File: src/shared/pnfc_pkg.sv
// shared constants for the numeric format codec
package pnfc_pkg;

  // ************************************************************
  // format selection
  // ************************************************************
  typedef enum logic [2:0] {
    FMT_LINEAR_EXP5_MANT11       = 3'h0,
    FMT_LINEAR_UNSIGNED16_FIXED  = 3'h1,
    FMT_REGISTER_FIELD           = 3'h2,
    FMT_UNSIGNED_INTEGER_WORD    = 3'h3,
    FMT_CUSTOM_SCALED            = 3'h4,
    FMT_TEXT_STRING              = 3'h5
  } pnfc_fmt_e;

  // ************************************************************
  // field layout and fixed values
  // ************************************************************
  localparam int          EXP_MSB       = 15;
  localparam int          EXP_LSB       = 11;
  localparam int          MANT_MSB      = 10;
  localparam logic [4:0]  FIXED_EXP16   = 5'h14;   // minus twelve
  localparam logic signed [10:0] MANT_MAX = 11'sh3FF;
  localparam logic signed [10:0] MANT_MIN = -11'sh400;
  localparam logic [4:0]  EXP_MAX       = 5'h0F;   // plus fifteen
  localparam logic [4:0]  EXP_MIN       = 5'h10;   // minus sixteen
  localparam logic [15:0] WORD_RESET    = 16'h0000;

endpackage : pnfc_pkg

File: src/rtl/pnfc_codec.sv
// numeric format codec: packs and unpacks command data words
`timescale 1ns/100ps
module pnfc_codec #(
  parameter int VAL_W   = 32,
  parameter int SCALE_W = 16
) (
  // clock and reset
  input  wire logic                     clock,
  input  wire logic                     nrst,
  // decode side: word from the command handler
  input  wire logic                     dec_valid,
  input  wire pnfc_pkg::pnfc_fmt_e      dec_fmt,
  input  wire logic                     dec_byte_wide,
  input  wire logic                     dec_signed,
  input  wire logic [SCALE_W-1:0]       dec_scale,
  input  wire logic [15:0]              dec_word,
  output logic                          dec_out_valid,
  output logic signed [VAL_W-1:0]       dec_mant,
  output logic signed [4:0]             dec_exp,
  output logic [7:0]                    dec_char,
  // encode side: internal value to a command word
  input  wire logic                     enc_valid,
  input  wire pnfc_pkg::pnfc_fmt_e      enc_fmt,
  input  wire logic                     enc_byte_wide,
  input  wire logic signed [VAL_W-1:0]  enc_value,
  input  wire logic signed [4:0]        enc_exp,
  output logic                          enc_out_valid,
  output logic [15:0]                   enc_word
);

  // ************************************************************
  // decode path
  // ************************************************************
  logic                      dec_valid_q;
  logic signed [VAL_W-1:0]   dec_mant_q;
  logic signed [4:0]         dec_exp_q;
  logic [7:0]                dec_char_q;
  logic signed [VAL_W-1:0]   dec_mant_d;
  logic signed [4:0]         dec_exp_d;
  logic signed [SCALE_W:0]   scale_s;
  logic signed [VAL_W-1:0]   raw_s;

  always_comb begin
    scale_s    = $signed({1'b0, dec_scale});
    raw_s      = dec_signed ? VAL_W'($signed(dec_word)) : VAL_W'({16'h0000, dec_word});
    dec_mant_d = '0;
    dec_exp_d  = 5'sh00;
    case (dec_fmt)
      pnfc_pkg::FMT_LINEAR_EXP5_MANT11: begin
        dec_exp_d  = $signed(dec_word[pnfc_pkg::EXP_MSB:pnfc_pkg::EXP_LSB]);
        dec_mant_d = VAL_W'($signed(dec_word[pnfc_pkg::MANT_MSB:0]));
      end
      pnfc_pkg::FMT_LINEAR_UNSIGNED16_FIXED: begin
        dec_mant_d = VAL_W'({16'h0000, dec_word});
        dec_exp_d  = $signed(pnfc_pkg::FIXED_EXP16);
      end
      pnfc_pkg::FMT_REGISTER_FIELD: begin
        dec_mant_d = dec_byte_wide ? VAL_W'({24'h000000, dec_word[7:0]})
                                   : VAL_W'({16'h0000, dec_word});
      end
      pnfc_pkg::FMT_UNSIGNED_INTEGER_WORD: begin
        dec_mant_d = VAL_W'({16'h0000, dec_word});
      end
      pnfc_pkg::FMT_CUSTOM_SCALED: begin
        dec_mant_d = VAL_W'(raw_s * scale_s);
      end
      default: begin
        dec_mant_d = '0;
      end
    endcase
  end

  always_ff @(posedge clock) begin
    if (!nrst) begin
      dec_valid_q <= 1'b0;
      dec_mant_q  <= '0;
      dec_exp_q   <= 5'sh00;
      dec_char_q  <= 8'h00;
    end else begin
      dec_valid_q <= dec_valid;
      if (dec_valid) begin
        dec_mant_q <= dec_mant_d;
        dec_exp_q  <= dec_exp_d;
        // text: one Latin-1 byte per beat, low byte of the word
        if (dec_fmt == pnfc_pkg::FMT_TEXT_STRING) begin
          dec_char_q <= dec_word[7:0];
        end
      end
    end
  end

  assign dec_out_valid = dec_valid_q;
  assign dec_mant      = dec_mant_q;
  assign dec_exp       = dec_exp_q;
  assign dec_char      = dec_char_q;

  // ************************************************************
  // encode path
  // ************************************************************
  logic                      enc_valid_q;
  logic [15:0]               enc_word_q;
  logic [15:0]               enc_word_d;
  logic signed [VAL_W-1:0]   norm_m;
  logic signed [6:0]         norm_e;
  logic signed [VAL_W-1:0]   fix_m;
  logic signed [4:0]         fix_e;

  // shift right until the mantissa fits, else left for precision;
  // truncates toward minus infinity when shifting right
  always_comb begin
    norm_m = enc_value;
    norm_e = 7'(enc_exp);
    for (int i = 0; i < VAL_W; i++) begin
      if ((norm_m > VAL_W'(pnfc_pkg::MANT_MAX) || norm_m < VAL_W'(pnfc_pkg::MANT_MIN))
          && norm_e < 7'sd15) begin
        norm_m = norm_m >>> 1;
        norm_e = norm_e + 7'sd1;
      // double only from inside the range: a huge value held at the top exponent would wrap
      end else if (norm_m != '0 && norm_m <= VAL_W'(pnfc_pkg::MANT_MAX)
                   && norm_m >= VAL_W'(pnfc_pkg::MANT_MIN)
                   && (norm_m <<< 1) <= VAL_W'(pnfc_pkg::MANT_MAX)
                   && (norm_m <<< 1) >= VAL_W'(pnfc_pkg::MANT_MIN) && norm_e > -7'sd16) begin
        norm_m = norm_m <<< 1;
        norm_e = norm_e - 7'sd1;
      end
    end
    // saturate if the exponent ran out of range
    fix_e = norm_e[4:0];
    fix_m = norm_m;
    if (norm_m > VAL_W'(pnfc_pkg::MANT_MAX)) begin
      fix_m = VAL_W'(pnfc_pkg::MANT_MAX);
    end else if (norm_m < VAL_W'(pnfc_pkg::MANT_MIN)) begin
      fix_m = VAL_W'(pnfc_pkg::MANT_MIN);
    end
  end

  always_comb begin
    case (enc_fmt)
      pnfc_pkg::FMT_LINEAR_EXP5_MANT11: begin
        enc_word_d = {fix_e, fix_m[10:0]};
      end
      pnfc_pkg::FMT_REGISTER_FIELD: begin
        enc_word_d = enc_byte_wide ? {8'h00, enc_value[7:0]} : enc_value[15:0];
      end
      pnfc_pkg::FMT_TEXT_STRING: begin
        enc_word_d = {8'h00, enc_value[7:0]};
      end
      // unsigned linear value arrives pre-scaled by 2^-12; no exponent travels
      default: begin
        enc_word_d = enc_value[15:0];
      end
    endcase
  end

  always_ff @(posedge clock) begin
    if (!nrst) begin
      enc_valid_q <= 1'b0;
      enc_word_q  <= pnfc_pkg::WORD_RESET;
    end else begin
      enc_valid_q <= enc_valid;
      if (enc_valid) begin
        enc_word_q <= enc_word_d;
      end
    end
  end

  assign enc_out_valid = enc_valid_q;
  assign enc_word      = enc_word_q;
endmodule : pnfc_codec

File: config.mk
export PLATFORM = sky130hd
export DESIGN_NAME = pnfc_codec
export DESIGN_NICKNAME = d
export VERILOG_FILES = /design/src/shared/pnfc_pkg.sv /design/src/rtl/pnfc_codec.sv
export SDC_FILE = /design/constraint.sdc
export NUM_CORES = 2
export LEC_CHECK = 0
export BUFFER_PORTS_ARGS = -buffer_cell sky130_fd_sc_hd__buf_2
export CAP_MARGIN = 10
export CORE_UTILIZATION = 42
export DETAILED_ROUTE_END_ITERATION = 12
export PLACE_DENSITY = 0.56
export SETUP_SLACK_MARGIN = 0.15
export SYNTH_ARGS = -nofsm -noshare
export SYNTH_HDL_FRONTEND = slang
export SYNTH_SLANG_ARGS = --single-unit
File: constraint.sdc
create_clock -name clock -period 119.9 [get_ports clock]
set_clock_uncertainty 0.15 [all_clocks]
set_input_delay 11.99 -clock clock [delete_from_list [all_inputs] [get_ports clock]]
set_output_delay 11.99 -clock clock [all_outputs]
set_load 0.01 [all_outputs]
==> metrics.md <==
| Metric | Value |
|---|---|
| CP Capture Type | `flip-flop` |
| Area grow syn2layout | `1.26%` |
| Synth Register Bits | `63` |
| Fin. Hold Viols | `0` |
| Post-CTS sizing | `0` |
| Reg2reg setup slack | `118.94 ns` |
| Design area | `40800 µm²` |
| FF-to-FF Start | `enc_word[2]` |
| Post-synthesis net count | `5756` |
| Status | `complete, no violations` |
| Clock tree buffer depth | `2` |
| Top Metal Used | `met5` |
| Number of post-CTS setup repair buffers | `0` |
| TritonCTS Buffers | `9` |
| Post-CTS Hold Buffers | `0` |
| DIE HEIGHT | `312 µm` |
| Crit path required time | `120.03 ns` |
| Mean post-synth cell area | `7.71 µm²` |
| Avg WL per Cell | `23.7 µm` |
| Initial Util | `0.424` |
| Worst Path Arrival | `73.98 ns` |
| DRT iter0 DRCs | `4785` |
| Port Buf Inserts | `144` |
| ANT nets after route | `0` |
| Routed via count | `42100` |
| Layout cell share with drive strength beyond 1 | `0.173` |
| CTS H-tree lvls | `3` |
| GR Overflow Total | `0` |
| Gr usage total | `0.299` |
| Yosys warning count | `0` |
| Final wirelength | `152000 µm` |
| I/O pins | `145` |
| CP Max Fanout | `39` |
| Post-synth ARST share | `0` |
| Clock slew at reported path FFs | `0.06 ns` |
| Detailed Place HPWL | `119000 µm` |
| Post-route minimum period | `73.85 ns` |
| Sequential fraction of the synthesis area | `0.0313` |
| Rows | `113` |
| Post-route DRC | `0` |
| Utilization after layout | `0.430` |
| M1 wire length | `63800 µm` |
| Metal2 WL | `67200 µm` |
| GPL Wtd Cong | `1.06` |
| Max-cap violations | `0` |
| Net count, final | `5652` |
| Top FF cell, synth | `dfxtp_1` |
| Final setup TNS | `0 ns` |
| Global-route wire length before repair | `232000 µm` |
| Initial antenna violation count | `23` |
| Routed vias/inst | `6.56` |
| Die area | `97300 µm²` |
| Slew Viols, Final | `0` |
| Hold Path Class | `flip-flop to flip-flop` |
| Number of synthesized flops with an enable pin | `0` |
| Most used cell, CP | `inv_1` |
| Largest net degree at the start of global routing | `64` |
| Final WS setup | `46.05 ns` |
| CP max-delay cell | `a211oi_2` |
| Startpoint Class | `primary input` |
| RR Endpoint | `enc_word[2]` |
| Hold wc startpoint | `dec_char[7]` |
| Unrepaired setup endpoints after global routing | `false` |
| CTS tree | `done` |
| Placed cell area | `40500 µm²` |
| Count of cell types in the netlist | `202` |
| R2R depth | `2` |
| Hold path endpoint | `dec_char[7]` |
| Number of global-route vias before repair | `39100` |
| Core Footprint | `95000 µm²` |
| Routed length on met3 | `14400 µm` |
| CTS Sinks | `63` |
| Worst Hold Path Cells | `2` |
| Worst-Margin Slew | `1.20 ns` |
| Slew headroom | `0.197` |
| Die X | `312 µm` |
| Fmax | `13.5 MHz` |
| Crit Path Category | `primary input to flip-flop` |
| Cells after Synth | `5230` |
| Drt pass-1 iters | `7` |
| Clock latency on the worst-skew pair | `0.35 ns` |
| Final worst path period share | `0.616` |
| Worst slack at placement | `46.77 ns` |
| CTS Root Buffer Type | `clkbuf_16` |
| Endpoints failing setup | `0` |
| CP peak stage delay | `1.07 ns` |
| Synth Cell Area | `40300 µm²` |
[kinds of logic (layout without fill, tap and decap cells)]
kind of cell / after synthesis / in the layout / share of synthesized area
muxes: 131 / 131 / 0.0343
AOI/OAI and AO/OA: 1615 / 1615 / 0.323
buffers and inverters: 770 / 670 / 0.106
DFF: 63 / 63 / 0.0313
other: 0 / 17 / 0
adders and majority gates: 444 / 444 / 0.187
and+or+nand+nor: 2044 / 2044 / 0.280
xor gates and xnor gates: 163 / 163 / 0.0388
[stage by stage]
step                      instances  hold WS [ns]
after floorplan                5230         0.335
after detailed placement       6380         0.309
after global placement         6380         0.302
after CTS                      6395         0.317
after global routing           6402         0.334
final                          6412         0.315
[cells in the mapped netlist (all sizes together), types with 71 or more instances]
master	n	area [µm²]
a211oi	87	826
xnor2	128	1220
nand2	544	2100
and2	180	1180
a31oi	77	532
nor2	403	1670
a21oi	302	1640
inv	464	1740
ha	177	2210
o21ai	241	1320
o211ai	88	736
buf	144	1480
nand4	84	572
clkbuf	154	958
or3	71	509
nor3	190	1050
nand3	185	1020
fa	267	5350
mux2i	109	1110
and3	86	598
[cell type report]
type	count	area [µm²]
fill	9814	54200
multi-input combinational	4397	34900
inverter	466	1750
tap	1265	1580
sequential	63	1260
timing repair buffer	189	1060
clock buffer	10	239
antenna	17	42.5
clock inverter	5	35.0
[critical path: cells and delay by family]
kind | cells | cell delay, ns
simple gates | 55 | 20.32
mux | 2 | 0.90
fa+ha+maj | 20 | 4.55
compound gates | 77 | 28.81
buf+inv | 27 | 3.89
xor+xnor | 10 | 3.27
[sequential cells by signal, summed over array words and instances (netlist names)]
name           flops
dec_out_valid      1
dec_char           8
enc_word          16
dec_mant          32
dec_exp            5
enc_out_valid      1
[layout by cell type (no fill, tap or decap), drive strengths merged, types with 63 or more instances in the layout]
cell type / synthesis / final
o21ai: 241 / 241
a221oi: 63 / 63
xnor2: 128 / 128
inv: 464 / 464
fa: 267 / 267
ha: 177 / 177
buf: 144 / 189
a211oi: 87 / 87
nand3: 185 / 185
nor3: 190 / 190
or3: 71 / 71
dfxtp: 63 / 63
and2: 180 / 180
nor2: 403 / 403
mux2i: 109 / 109
and3: 86 / 86
nand2: 544 / 544
nand4: 84 / 84
a31oi: 77 / 77
a21oi: 302 / 302
o211ai: 88 / 88
[routing by layer]
layer,up-vias,GRT usage
met5,-,0
met3,419,0.0576
met2,2187,0.473
met4,8,0.122
li1,19100,-
met1,20300,0.397
[worst max-delay path by stage]
stage | depth (start not counted) | from | slack [ns] | endpoint
after floorplan | 236 | enc_value[13] | 59.98 | enc_word[12]
after global placement | 197 | enc_value[13] | 47.86 | enc_word[0]
after detailed placement | 195 | enc_value[30] | 46.77 | enc_word[0]
after CTS | 195 | enc_value[30] | 47.06 | enc_word[0]
after global routing | 191 | enc_value[12] | 41.44 | enc_word[1]
final | 191 | enc_value[13] | 46.05 | enc_word[0]
Power is not shown: default switching activity piles up to over one toggle a cycle in this logic, so the estimate is an artifact.
